### src/hw/usbm_pkg.sv
// Package: register map, field positions, mode codes and response codes
package usbm_pkg;

    // ------------------------------------------------------------------
    // Register indices (byte address is four times the index)
    // ------------------------------------------------------------------
    localparam int         USBM_NUM_EP       = 5;
    localparam logic [7:0] USBM_IDX_CNT0     = 8'h11;
    localparam logic [7:0] USBM_IDX_MODE0    = 8'h12;
    localparam logic [7:0] USBM_IDX_CNT1     = 8'h13;
    localparam logic [7:0] USBM_IDX_MODE1    = 8'h14;
    localparam logic [7:0] USBM_IDX_CNT2     = 8'h15;
    localparam logic [7:0] USBM_IDX_MODE2    = 8'h16;
    localparam logic [7:0] USBM_IDX_CNT3     = 8'h41;
    localparam logic [7:0] USBM_IDX_MODE3    = 8'h42;
    localparam logic [7:0] USBM_IDX_CNT4     = 8'h43;
    localparam logic [7:0] USBM_IDX_MODE4    = 8'h44;

    // ------------------------------------------------------------------
    // Field positions
    // ------------------------------------------------------------------
    localparam int USBM_CNT_TOG_BIT   = 7;    // Packet toggle
    localparam int USBM_CNT_DVAL_BIT  = 6;    // Data valid
    localparam int USBM_MODE_SETUP_BIT = 7;   // EP0 SETUP seen
    localparam int USBM_MODE_STALL_BIT = 7;   // Non-control stall
    localparam int USBM_MODE_IN_BIT   = 6;    // EP0 IN seen
    localparam int USBM_MODE_OUT_BIT  = 5;    // EP0 OUT seen
    localparam int USBM_MODE_ACK_BIT  = 4;    // Ended with ACK

    // ------------------------------------------------------------------
    // Reset values and limits
    // ------------------------------------------------------------------
    localparam logic [7:0] USBM_MODE_RST   = 8'h00;
    localparam logic [7:0] USBM_CNT_RST    = 8'h00;
    localparam logic [5:0] USBM_RX_CRC_LEN = 6'h02;  // Zero-length data + CRC
    localparam int         USBM_MAX_IN     = 32;

    // ------------------------------------------------------------------
    // Mode encodings
    // ------------------------------------------------------------------
    localparam logic [3:0] M_DISABLE   = 4'h0;
    localparam logic [3:0] M_NAK_IO    = 4'h1;
    localparam logic [3:0] M_STAT_OUT  = 4'h2;
    localparam logic [3:0] M_STALL_IO  = 4'h3;
    localparam logic [3:0] M_IGN_IO    = 4'h4;
    localparam logic [3:0] M_ISO_OUT   = 4'h5;
    localparam logic [3:0] M_STAT_IN   = 4'h6;
    localparam logic [3:0] M_ISO_IN    = 4'h7;
    localparam logic [3:0] M_NAK_OUT   = 4'h8;
    localparam logic [3:0] M_ACK_OUT   = 4'h9;
    localparam logic [3:0] M_NAKO_STI  = 4'hA;
    localparam logic [3:0] M_ACKO_STI  = 4'hB;
    localparam logic [3:0] M_NAK_IN    = 4'hC;
    localparam logic [3:0] M_ACK_IN    = 4'hD;
    localparam logic [3:0] M_NAKI_STO  = 4'hE;
    localparam logic [3:0] M_ACKI_STO  = 4'hF;

    // Token kinds from the packet layer
    typedef enum logic [1:0] {
        PID_SETUP = 2'b00,
        PID_IN    = 2'b01,
        PID_OUT   = 2'b10,
        PID_NONE  = 2'b11
    } usbm_pid_t;

    // Answers handed back to the packet layer
    typedef enum logic [2:0] {
        RSP_IGNORE = 3'b000,
        RSP_ACK    = 3'b001,
        RSP_NAK    = 3'b010,
        RSP_STALL  = 3'b011,
        RSP_TX0    = 3'b100,
        RSP_TXCNT  = 3'b101,
        RSP_RECV   = 3'b110,
        RSP_CHECK  = 3'b111
    } usbm_rsp_t;

endpackage

### src/hw/usbm_ep_ctrl.sv
// Endpoint mode and byte-count engine with classic Wishbone register slave
`timescale 1ns/100ps
module usbm_ep_ctrl
    import usbm_pkg::*;
#(
    parameter int NUM_EP = USBM_NUM_EP
) (
    // Clock and reset
    input  wire logic        clk_i,
    input  wire logic        rst_i,
    // Wishbone classic slave
    input  wire logic        cyc_i,
    input  wire logic        stb_i,
    input  wire logic        we_i,
    input  wire logic [31:0] adr_i,
    input  wire logic [3:0]  sel_i,
    input  wire logic [31:0] dat_i,
    output logic      [31:0] dat_o,
    output logic             ack_o,
    // Token phase from the serial interface engine
    input  wire logic        tok_valid_i,
    input  wire logic [2:0]  tok_ep_i,
    input  wire logic [1:0]  tok_pid_i,
    input  wire logic        setup_start_i,
    // Transaction end from the serial interface engine
    input  wire logic        done_i,
    input  wire logic [2:0]  done_ep_i,
    input  wire logic [1:0]  done_pid_i,
    input  wire logic [5:0]  rx_cnt_i,
    input  wire logic        rx_crc_ok_i,
    input  wire logic        rx_size_ok_i,
    input  wire logic        rx_tog_i,
    input  wire logic        host_ack_i,
    // Answers to the serial interface engine
    output logic             rsp_valid_o,
    output logic      [2:0]  rsp_code_o,
    output logic      [5:0]  tx_count_o,
    output logic             tx_toggle_o,
    output logic      [4:0]  ep_int_o
);

    // ------------------------------------------------------------------
    // Elaboration check
    // ------------------------------------------------------------------
    if (NUM_EP != USBM_NUM_EP) begin : g_bad_ep
        $error("usbm_ep_ctrl: register map serves exactly five endpoints");
    end

    // ------------------------------------------------------------------
    // State
    // ------------------------------------------------------------------
    typedef struct packed {
        logic [4:0][7:0] mode;       // Mode registers
        logic [4:0][7:0] cnt;        // Count registers
        logic            mode_lock;  // EP0 mode bits 6:0 write lock
        logic            cnt_lock;   // EP0 count write lock
        logic            setup_hold; // SETUP flag being forced
        logic            setup_lock; // SETUP flag kept until read
        logic            ack;        // Wishbone acknowledge
        logic [7:0]      rdat;       // Read data
        logic            rsp_vld;    // Answer strobe
        logic [2:0]      rsp;        // Answer code
        logic [5:0]      txc;        // Count to send
        logic            txt;        // Toggle to send
        logic [4:0]      intp;       // Endpoint interrupt pulses
    } usbm_state_t;

    usbm_state_t st_ff;              // Registered state
    usbm_state_t nxt_st;             // Next state

    // Address decode: one hit line per count and per mode register
    logic [4:0] cnt_hit;             // Count register selected
    logic [4:0] mode_hit;            // Mode register selected
    logic       adr_hi_zero;         // Address bits 31:10 and 1:0 clear
    logic       take;                // Request accepted this cycle
    logic       wr_take;             // Write accepted
    logic       rd_take;             // Read accepted

    localparam logic [7:0] CNT_IDX  [5] = '{USBM_IDX_CNT0, USBM_IDX_CNT1,
        USBM_IDX_CNT2, USBM_IDX_CNT3, USBM_IDX_CNT4};
    localparam logic [7:0] MODE_IDX [5] = '{USBM_IDX_MODE0, USBM_IDX_MODE1,
        USBM_IDX_MODE2, USBM_IDX_MODE3, USBM_IDX_MODE4};

    assign adr_hi_zero = (adr_i[31:10] == 22'h0) && (adr_i[1:0] == 2'h0);
    assign take        = cyc_i && stb_i && !st_ff.ack;
    assign wr_take     = take && we_i && sel_i[0];
    assign rd_take     = take && !we_i;

    for (genvar e = 0; e < 5; e++) begin : g_dec
        assign cnt_hit[e]  = adr_hi_zero && (adr_i[9:2] == CNT_IDX[e]);
        assign mode_hit[e] = adr_hi_zero && (adr_i[9:2] == MODE_IDX[e]);
    end

    // ------------------------------------------------------------------
    // Answer of a mode to a token
    // ------------------------------------------------------------------
    function automatic usbm_rsp_t mode_rsp(input logic [3:0] m, input logic stall,
                                           input logic [1:0] pid);
        usbm_rsp_t r;
        r = RSP_IGNORE;
        case (pid)
            PID_SETUP: begin
                // Control modes accept SETUP, the rest ignore it
                case (m)
                    M_NAK_IO, M_STAT_OUT, M_STALL_IO, M_IGN_IO, M_STAT_IN,
                    M_NAKO_STI, M_ACKO_STI, M_NAKI_STO, M_ACKI_STO: r = RSP_RECV;
                    default: r = RSP_IGNORE;
                endcase
            end
            PID_IN: begin
                case (m)
                    M_NAK_IO, M_NAK_IN, M_NAKI_STO: r = RSP_NAK;
                    M_STAT_OUT, M_STALL_IO:         r = RSP_STALL;
                    M_STAT_IN, M_NAKO_STI, M_ACKO_STI: r = RSP_TX0;
                    M_ISO_IN, M_ACKI_STO:           r = RSP_TXCNT;
                    M_ACK_IN: r = stall ? RSP_STALL : RSP_TXCNT;
                    default:                        r = RSP_IGNORE;
                endcase
            end
            PID_OUT: begin
                case (m)
                    M_NAK_IO, M_NAK_OUT, M_NAKO_STI: r = RSP_NAK;
                    M_STAT_OUT, M_NAKI_STO, M_ACKI_STO: r = RSP_CHECK;
                    M_STALL_IO, M_STAT_IN:          r = RSP_STALL;
                    M_ISO_OUT, M_ACKO_STI:          r = RSP_ACK;
                    M_ACK_OUT: r = stall ? RSP_STALL : RSP_ACK;
                    default:                        r = RSP_IGNORE;
                endcase
            end
            default: r = RSP_IGNORE;
        endcase
        return r;
    endfunction

    // ------------------------------------------------------------------
    // Next-state logic
    // ------------------------------------------------------------------
    always_comb begin
        logic [7:0]  md;             // Mode of the finishing endpoint
        logic [7:0]  md_new;         // Its updated mode
        usbm_rsp_t   r;              // Base answer at transaction end
        logic        dvalid;         // Received packet is good
        logic        ctl;            // Endpoint 0 is the control endpoint
        logic        cnt_upd;        // Count refreshed
        logic        irq;            // Raise endpoint flag
        md      = 8'h00;
        md_new  = 8'h00;
        r       = RSP_IGNORE;
        dvalid  = rx_crc_ok_i && rx_size_ok_i;
        ctl     = (done_ep_i == 3'h0);
        cnt_upd = 1'b0;
        irq     = 1'b0;
        nxt_st  = st_ff;
        nxt_st.ack     = take;
        nxt_st.rsp_vld = 1'b0;
        nxt_st.intp    = 5'h0;

        // Register read: the value shows the block's live state
        if (rd_take) begin
            nxt_st.rdat = 8'h00;     // Unmapped addresses read zero
            for (int e = 0; e < 5; e++) begin
                if (cnt_hit[e]) nxt_st.rdat = st_ff.cnt[e];
                if (mode_hit[e]) nxt_st.rdat = st_ff.mode[e];
            end
            if (cnt_hit[0]) nxt_st.cnt_lock = 1'b0;
            if (mode_hit[0]) begin
                nxt_st.mode_lock = 1'b0;
                if (!st_ff.setup_hold) nxt_st.setup_lock = 1'b0;
            end
        end

        // Register write; locked EP0 fields keep their value
        if (wr_take) begin
            for (int e = 1; e < 5; e++) begin
                if (cnt_hit[e]) nxt_st.cnt[e] = dat_i[7:0];
                // Reserved bits 6:5 of non-control modes store zero
                if (mode_hit[e]) nxt_st.mode[e] = dat_i[7:0] & 8'h9F;
            end
            if (cnt_hit[0] && !st_ff.cnt_lock) nxt_st.cnt[0] = dat_i[7:0];
            if (mode_hit[0]) begin
                if (!st_ff.mode_lock) nxt_st.mode[0][6:0] = dat_i[6:0];
                if (!st_ff.setup_hold && !st_ff.setup_lock) begin
                    nxt_st.mode[0][USBM_MODE_SETUP_BIT] = dat_i[7];
                end
            end
        end

        // Token phase: decide the answer; the packet layer waits one cycle
        if (tok_valid_i && (tok_ep_i < 3'h5)) begin
            nxt_st.rsp_vld = 1'b1;
            nxt_st.rsp = mode_rsp(st_ff.mode[tok_ep_i][3:0],
                st_ff.mode[tok_ep_i][USBM_MODE_STALL_BIT] && (tok_ep_i != 3'h0),
                tok_pid_i);
            nxt_st.txc = st_ff.cnt[tok_ep_i][5:0];
            nxt_st.txt = st_ff.cnt[tok_ep_i][USBM_CNT_TOG_BIT];
        end

        // SETUP time point: force the flag and hold it against firmware
        if (setup_start_i) begin
            nxt_st.mode[0][USBM_MODE_SETUP_BIT] = 1'b1;
            nxt_st.setup_hold = 1'b1;
            nxt_st.setup_lock = 1'b1;
        end

        // Update point: hardware wins over a same-cycle firmware access
        if (done_i && (done_ep_i < 3'h5)) begin
            md     = st_ff.mode[done_ep_i];
            md_new = md;
            r      = mode_rsp(md[3:0], md[USBM_MODE_STALL_BIT] && !ctl, done_pid_i);
            case (done_pid_i)
                PID_SETUP: begin
                    if (r == RSP_RECV) begin
                        cnt_upd = 1'b1;
                        irq     = 1'b1;
                        if (dvalid) begin
                            md_new[3:0] = M_NAK_IO;
                            md_new[USBM_MODE_ACK_BIT] = 1'b1;
                            nxt_st.rsp_vld = 1'b1;
                            nxt_st.rsp     = RSP_ACK;
                        end
                    end
                    // Any EP0 SETUP end, ACKed or not, ends the forced interval; the lock stays
                    if (ctl) nxt_st.setup_hold = 1'b0;
                end
                PID_OUT: begin
                    if (r != RSP_IGNORE) begin
                        irq = 1'b1;
                        if (ctl) md_new[USBM_MODE_OUT_BIT] = 1'b1;
                    end
                    nxt_st.rsp_vld = (r != RSP_IGNORE);
                    nxt_st.rsp     = r;
                    if (r == RSP_ACK) begin
                        cnt_upd = 1'b1;
                        if (!dvalid) begin
                            nxt_st.rsp = RSP_IGNORE;
                        end else if (md[3:0] == M_ISO_OUT) begin
                            nxt_st.rsp_vld = 1'b0;                          // No handshake
                        end else begin
                            md_new[USBM_MODE_ACK_BIT] = 1'b1;
                            if (md[3] && md[0]) md_new[0] = 1'b0;
                        end
                    end else if (r == RSP_CHECK) begin
                        // Status stage: zero-length DATA1 or stall
                        if (dvalid && (rx_cnt_i == USBM_RX_CRC_LEN) && rx_tog_i) begin
                            nxt_st.rsp = RSP_ACK;
                            md_new[USBM_MODE_ACK_BIT] = 1'b1;
                            cnt_upd = 1'b1;
                        end else begin
                            nxt_st.rsp = RSP_STALL;
                        end
                    end
                end
                PID_IN: begin
                    if (r != RSP_IGNORE) begin
                        irq = 1'b1;
                        if (ctl) md_new[USBM_MODE_IN_BIT] = 1'b1;
                    end
                    if (((r == RSP_TX0) || (r == RSP_TXCNT)) && host_ack_i) begin
                        md_new[USBM_MODE_ACK_BIT] = 1'b1;
                        if (md[3] && md[0]) md_new[0] = 1'b0;
                    end
                end
                default: ;
            endcase

            // SETUP bit of EP0 is owned by the SETUP time point
            if (ctl) md_new[USBM_MODE_SETUP_BIT] = nxt_st.mode[0][USBM_MODE_SETUP_BIT];
            nxt_st.mode[done_ep_i] = md_new;
            if (cnt_upd) begin
                nxt_st.cnt[done_ep_i][5:0] = rx_cnt_i;
                nxt_st.cnt[done_ep_i][USBM_CNT_DVAL_BIT] = dvalid;
                nxt_st.cnt[done_ep_i][USBM_CNT_TOG_BIT] = rx_tog_i;
            end
            // Lock only EP0, and only what this update touched
            if (ctl && (md_new[6:0] != md[6:0])) nxt_st.mode_lock = 1'b1;
            if (ctl && cnt_upd) nxt_st.cnt_lock = 1'b1;
            nxt_st.intp[done_ep_i] = irq;
        end
    end

    // ------------------------------------------------------------------
    // State register
    // ------------------------------------------------------------------
    always_ff @(posedge clk_i) begin
        if (rst_i) begin
            st_ff <= '0;             // All modes disabled, counts clear
            for (int e = 0; e < 5; e++) begin
                st_ff.mode[e] <= USBM_MODE_RST;
                st_ff.cnt[e]  <= USBM_CNT_RST;
            end
        end else begin
            st_ff <= nxt_st;
        end
    end

    // ------------------------------------------------------------------
    // Outputs, all from flip-flops
    // ------------------------------------------------------------------
    assign dat_o       = {24'h000000, st_ff.rdat};
    assign ack_o       = st_ff.ack;
    assign rsp_valid_o = st_ff.rsp_vld;
    assign rsp_code_o  = st_ff.rsp;
    assign tx_count_o  = st_ff.txc;
    assign tx_toggle_o = st_ff.txt;
    assign ep_int_o    = st_ff.intp;
endmodule // usbm_ep_ctrl

### config.mk
export PLATFORM = sky130hd
export DESIGN_NAME = usbm_ep_ctrl
export DESIGN_NICKNAME = d
export VERILOG_FILES = /design/src/hw/usbm_pkg.sv /design/src/hw/usbm_ep_ctrl.sv
export SDC_FILE = /design/constraint.sdc
export NUM_CORES = 1
export LEC_CHECK = 0
export ABC_AREA = 1
export BUFFER_PORTS_ARGS = -buffer_cell sky130_fd_sc_hd__buf_2
export CORE_MARGIN = 5
export CORE_UTILIZATION = 51
export DETAILED_ROUTE_END_ITERATION = 8
export PLACE_DENSITY = 0.77
export SLEW_MARGIN = 20
export SYNTH_ARGS = -nofsm -noshare
export SYNTH_HDL_FRONTEND = slang
export SYNTH_SLANG_ARGS = --single-unit
### constraint.sdc
create_clock -name clk_i -period 2 [get_ports clk_i]
set_input_delay 0.1 -clock clk_i [delete_from_list [all_inputs] [get_ports clk_i]]
set_output_delay 0.1 -clock clk_i [all_outputs]
set_load 0.02 [all_outputs]
After elaboration in Yosys (flattened, before gate mapping)
Memory sizes are Yosys's and may differ from the RTL's.
Cells that the tools add are included.
Widths: inputs -> output; s select.
Word-level totals
  bits in registers: 109
  ROM bits: 64
  bits of input ports: 96
  output and inout port bits: 49
  memories: 2
Operators by class
  magnitude comparators: 5
  equality and inequality tests: 50
  multiplexer cells: 118
  bitwise gates (word level): 2
  reductions and logical operators: 65
Memory list
  (name not given): words 16, width 2, read ports 1, clocked after memory_dff 0, write ports 0, RTL line usbm_ep_ctrl.sv:104  | case (m)
  (name not given): words 16, width 2, read ports 1, clocked after memory_dff 0, write ports 0, RTL line usbm_ep_ctrl.sv:104
Operators with widths (count)
  $mux 8: 25
  $bwmux 40: 4
  $demux 8 s3: 4
  $mux 83: 1
  $mux 80: 1
  $bmux 8 s3: 3
  $eq 4x4->1 const B: 16
  $pmux 3 s5: 4
  $eq 8x5->1 const B: 6
  $mux 1: 45
  $mux 40: 1
  $eq 8x7->1 const B: 4
  $logic_and 1x1->1: 30
  $eq 4x3->1 const B: 6
  $mux 3: 8
  $reduce_or 3->1: 8
  $logic_not 22->1: 1
  $reduce_or 2->1: 10
  $pmux 3 s3: 2
  $eq 4x2->1 const B: 4
  $mux 7: 2
  $eq 3x3->1 const B: 4
  $mux 4: 3
  $mux 11: 1
  26 further kinds: 47

Depth between registers and ports, before layout
  word-level depth: 17
  gate-level depth with buffers: 23
  gate-level depth less buffers: 23

Worst setup path after synthesis
OpenSTA, ideal clock, no wires.
  kind: register -> register
  start point: reg st_ff[80] (netlist name)
  end point: reg st_ff[59] (netlist name)
  library setup time: 146 ps
  data arrival time: 2075 ps
  slack: -221 ps
  stages on the path, launching flop included: 22
  buffers on the path: 2
  clock period less this slack: 2221 ps
  path through: dfxtp_1 inv_1 nand2_1 nand3_1 nand2_1 nor2_4 buf_6 nand2_1 inv_1 nor2_2 nor2_4 nor2_2 nand2_2 nor2_1 nand2_1 nand2_2 nand2_4 nand2_8 nand2_4 buf_6 nor2_1 a211oi_2
Between the ends
  cells in the longest elaborated chain, start to end: 14
  elaborated cells on any way between the ends: 39
Ends and longest elaborated chain
  start, declared: RTL line usbm_ep_ctrl.sv:68  | usbm_state_t st_ff;
  start signal, assigned: RTL line usbm_ep_ctrl.sv:292  | st_ff <= nxt_st;
  $bmux 8 s3 (*): RTL line usbm_ep_ctrl.sv:207  | md = st_ff.mode[done_ep_i];
  $mux 8 (implied by the code) (*): RTL line usbm_ep_ctrl.sv:207
  $eq 4x2->1 (tied with other cells): RTL line usbm_ep_ctrl.sv:111, usbm_ep_ctrl.sv:121
  $reduce_or 3->1 (tied with other cells): RTL line usbm_ep_ctrl.sv:121  | case (m)
  $pmux 3 s5, on equally long branches: RTL line usbm_ep_ctrl.sv:121, usbm_ep_ctrl.sv:111
  $pmux 3 s3 (*): RTL line usbm_ep_ctrl.sv:101  | case (pid)
  $mux 3 (*): RTL line usbm_ep_ctrl.sv:206  | if (done_i && (done_ep_i < 3'h5)) begin
  $eq 3x3->1: RTL line usbm_ep_ctrl.sv:242  | end else if (r == RSP_CHECK) begin
  $mux 1: RTL line usbm_ep_ctrl.sv:242
  $mux 1: RTL line usbm_ep_ctrl.sv:232  | if (r == RSP_ACK) begin
  $pmux 1 s2 (*): RTL line usbm_ep_ctrl.sv:210  | case (done_pid_i)
  $mux 1 (*): RTL line usbm_ep_ctrl.sv:206
  $mux 40 (*): RTL line usbm_ep_ctrl.sv:269  | if (cnt_upd) begin
  $mux 83 (*): RTL line usbm_ep_ctrl.sv:206
Every way passes the cells marked *; elsewhere a longest branch is shown, timed or not. The select of a mux whose other input is x is not followed.
A chain may end at the register's enable or synchronous reset.

Worst setup path in the final report
  start point: reg st_ff[72] (netlist name)
  end point: reg st_ff[30] (netlist name)
Same word-level chain as after synthesis.

==> flow_summary.toml <==
[run_status]
outcome = "complete, but fails checks"
violations = "negative setup slack"

[detailed_routing]
vias = 9293
wl_microns = 29100
vias_per_cell = 5.96
first_pass_iters = 6
post-route-drc-count = 0
initialDrtViolationCount = 1297
wl_per_cell_microns = 18.7
ant_nets = 0

[pwr]
p_total_uw = 5310
p_leak_uw = 0.00458
irDropWorstVdd_mv = 0.502
pwr_density_cell_nw_per_um2 = 515

[setup_path]
cp_max_fo = 7
critPathRequiredTime_ns = 2.29
timing.rr.end = "st_ff[30]"
worstRegToRegCells = 21
path_cells = "inv_2 -> nand2_2 -> nand3_2 -> nand2_2 -> nor2_4 -> buf_12 -> nor2_2 -> nor2_1 -> nand3_1 -> nand2_2 -> nand2_2 -> nor2_4 -> nor2_4 -> nand3_2 -> nand2_2 -> nand2_4 -> nand2_8 -> buf_12 -> nand2_8 -> nor2_2 -> a211oi_2"
crit_path_start_kind = "register"
path_buf_inv = 3
cp-endpoint = "st_ff[30]"
path_depth = 21
arrival_ns = 2.89
r2r-start = "st_ff[72]"
path_class = "register to register"
r2r_slack_ns = -0.60
critical-path-top-delay-family = "simple AND/OR/NAND/NOR gates"
slowest_stage = "dfxtp_2"
end_kind = "register"
worst_path_most_repeated_cell = "nand2_2"
crit_start = "st_ff[72]"
slowest_delay_ns = 0.33

[clocking]
cts.sink_count = 109
cts_max_level = 3
clkTransAtPathRegs_ns = 0.08
cts_tree = "done"
cts_buffers = 9
cts_max_path_buffers = 2
root_buffer = "clkbuf_16"
worst_skew_pair.late_latency_ns = 0.36

[floorplanning]
rows = 44
num_io_pins = 145
die-area_sq_um = 17600
die_h_microns = 132
core_sq_um = 14600
start_util_pct = 52.2
die_w_microns = 132

[global_routing]
grt_pass1_vias = 8304
grt_pass1_wl_microns = 43000
antenna_found_initial = 0
grt.total_usage_pct = 30.3
grt_overflow = 0
grt_util_met3_pct = 6.15
gr-usage-met1_pct = 39.5
grt_max_degree = 42
use_met2_pct = 48.3
grt_busiest_layer = "met2"

[synthesis]
async_reset_ff_share_pct = 0
synth.cell_area_sq_um = 7650
post_synth.cell_area_avg_sq_um = 6.60
synthAdderAreaFrac_pct = 0.654
synthXorXnorAreaFrac_pct = 0
synthSimpleGateAreaFrac_pct = 30.9
synth_edf_count = 0
synth_top_family_by_area = "simple AND/OR/NAND/NOR gates"
synth-compound-area-share_pct = 24.5
synth_cell_types = 45
synthCells = 1160
yosysSeqAreaShare_pct = 28.5
ys_warn_count = 0
ys.flop_type = "dfxtp_1"
synthMuxAreaShare_pct = 1.31
synth-seq-cells = 109

[sta]
slew_viol_final = 0
fmax_mhz = 384
clock_skew_ns = 0.0110
setup-violations-final = 86
max-slew-margin-rel_pct = 58.0
setup_tns_ns = -40.75
fin_crit_sh_pct = 130
hold_viol = 0
tightest_slew_ns = 0.630
rsz0062_at_grt = "true"
finalCriticalPeriod_ns = 2.60
fin_ws_ns = -0.604

[finish]
drive_gt1_share_pct = 36.3
multi_input_area_sq_um = 5160
syn_to_final_growth_pct = 34.9
register_area_sq_um = 2190
nets = 1471
antenna_cells = 0
finish.instance_area_sq_um = 10300
num-fill-cells = 1129
finish.utilization_pct = 70.5

[placement]
gp_congestion = 1.02
numPortBuffers = 93
dp_hpwl_microns = 20800
dpl_cell_area_sq_um = 9060

[hold_path]
hold_path_class = "primary input to register"

[job]
drv_cap = 0
==> worst min-delay path: stages <==
cell     delay (ns)
buf_2          0.11
inv_1          0.07
a21oi_1        0.07
==> flip-flops by register name, summed over array words and instances, names as in the netlist <==
register     flops
st_ff           84
dat_o            8
tx_count_o       6
ep_int_o         5
ack_o            1
rsp_valid_o      1
rsp_code_o       3
tx_toggle_o      1
==> metrics by stage <==
| step | std cells | setup slack, ns | hold WS, ns |
|---|---|---|---|
| after floorplan | 1183 | -0.212 | 0.254 |
| after detailed placement | 1516 | -0.547 | 0.404 |
| after CTS | 1543 | -0.401 | 0.0264 |
| after global routing | 1560 | -0.706 | 0.0324 |
| final | 1560 | -0.604 | 0.0348 |
| after global placement | 1516 | -0.462 | 0.397 |
==> cells in the mapped netlist, types with 4 or more instances <==
cell | count | area (sq um)
a211oi_1 | 21 | 158
a211oi_2 | 38 | 475
a21oi_1 | 91 | 455
a221oi_1 | 4 | 35.0
buf_4 | 48 | 360
buf_6 | 7 | 78.8
clkbuf_1 | 31 | 116
dfxtp_1 | 109 | 2180
ha_1 | 4 | 50.1
inv_1 | 127 | 477
mux2i_1 | 10 | 100
nand2_1 | 219 | 822
nand2_2 | 12 | 75.1
nand2_4 | 6 | 67.6
nand3_1 | 61 | 305
nand4_1 | 30 | 188
nor2_1 | 149 | 559
nor2_2 | 6 | 37.5
nor2_4 | 5 | 56.3
nor3_1 | 16 | 80.1
nor4_1 | 7 | 43.8
o211ai_1 | 16 | 120
o21ai_0 | 95 | 475
o221ai_1 | 4 | 35.0
o22ai_1 | 11 | 68.8
==> area by class of cell <==
class,instances,share of cell area [%]
Sequential cell,109,21.2
Inverter,133,4.97
Timing Repair Buffer,266,18.3
Tap cell,184,2.23
Multi-Input combinational cell,852,49.9
Clock inverter,5,0.860
Clock buffer,11,2.45
==> layer usage <==
metal  vias up  part of all wire, %
met5         -                    0
met4         0                  4.6
met3       127                   12
met2       669                   45
met1      4240                   39
li1       4257                    -
==> how the worst min path moves through the flow <==
stage                  start         to  slack [ns]  depth (start not counted)
3_5_place_dp   setup_start_i  st_ff[25]        0.40                          3
6_report       setup_start_i  st_ff[25]        0.03                          3
3_3_place_gp   setup_start_i  st_ff[26]        0.40                          3
5_1_grt        setup_start_i  st_ff[25]        0.03                          3
2_1_floorplan  setup_start_i  st_ff[25]        0.25                          2
4_1_cts        setup_start_i  st_ff[25]        0.03                          3
==> where the power goes <==
group          switching [uW]  internal (uW)
registers                29.4           2210
clock network             874           1180
logic                     656            356
==> kinds of logic (layout without fill, tap and decap cells) <==
group,Yosys count,after routing
fa+ha+maj,4,4
buf+inv,224,415
flops,109,109
compound gates,287,287
mux,10,10
simple gates,525,527
other cells,1,24
==> placed cells by master (no fill, tap or decap), types with 30 or more instances in the layout <==
cell type	netlist	layout
nor2_1	149	110
buf_4	48	153
nand3_1	61	48
a211oi_2	38	50
nor2_2	6	34
o21ai_0	95	88
nand2_1	219	190
nand4_1	30	30
buf_2	2	93
inv_1	127	114
dfxtp_1	109	102
a21oi_1	91	84
==> what timing repair did <==
item / 4_1_cts / 5_1_grt
buffers inserted: 9 / 17
hold buffers: 0 / 0
endpoints found under the setup margin: 86 / 92
pin swaps: 24 / 36
cloned: 2 / 1
gates resized for setup: 103 / 88
Note: power is estimated with default switching activity, not from simulation.
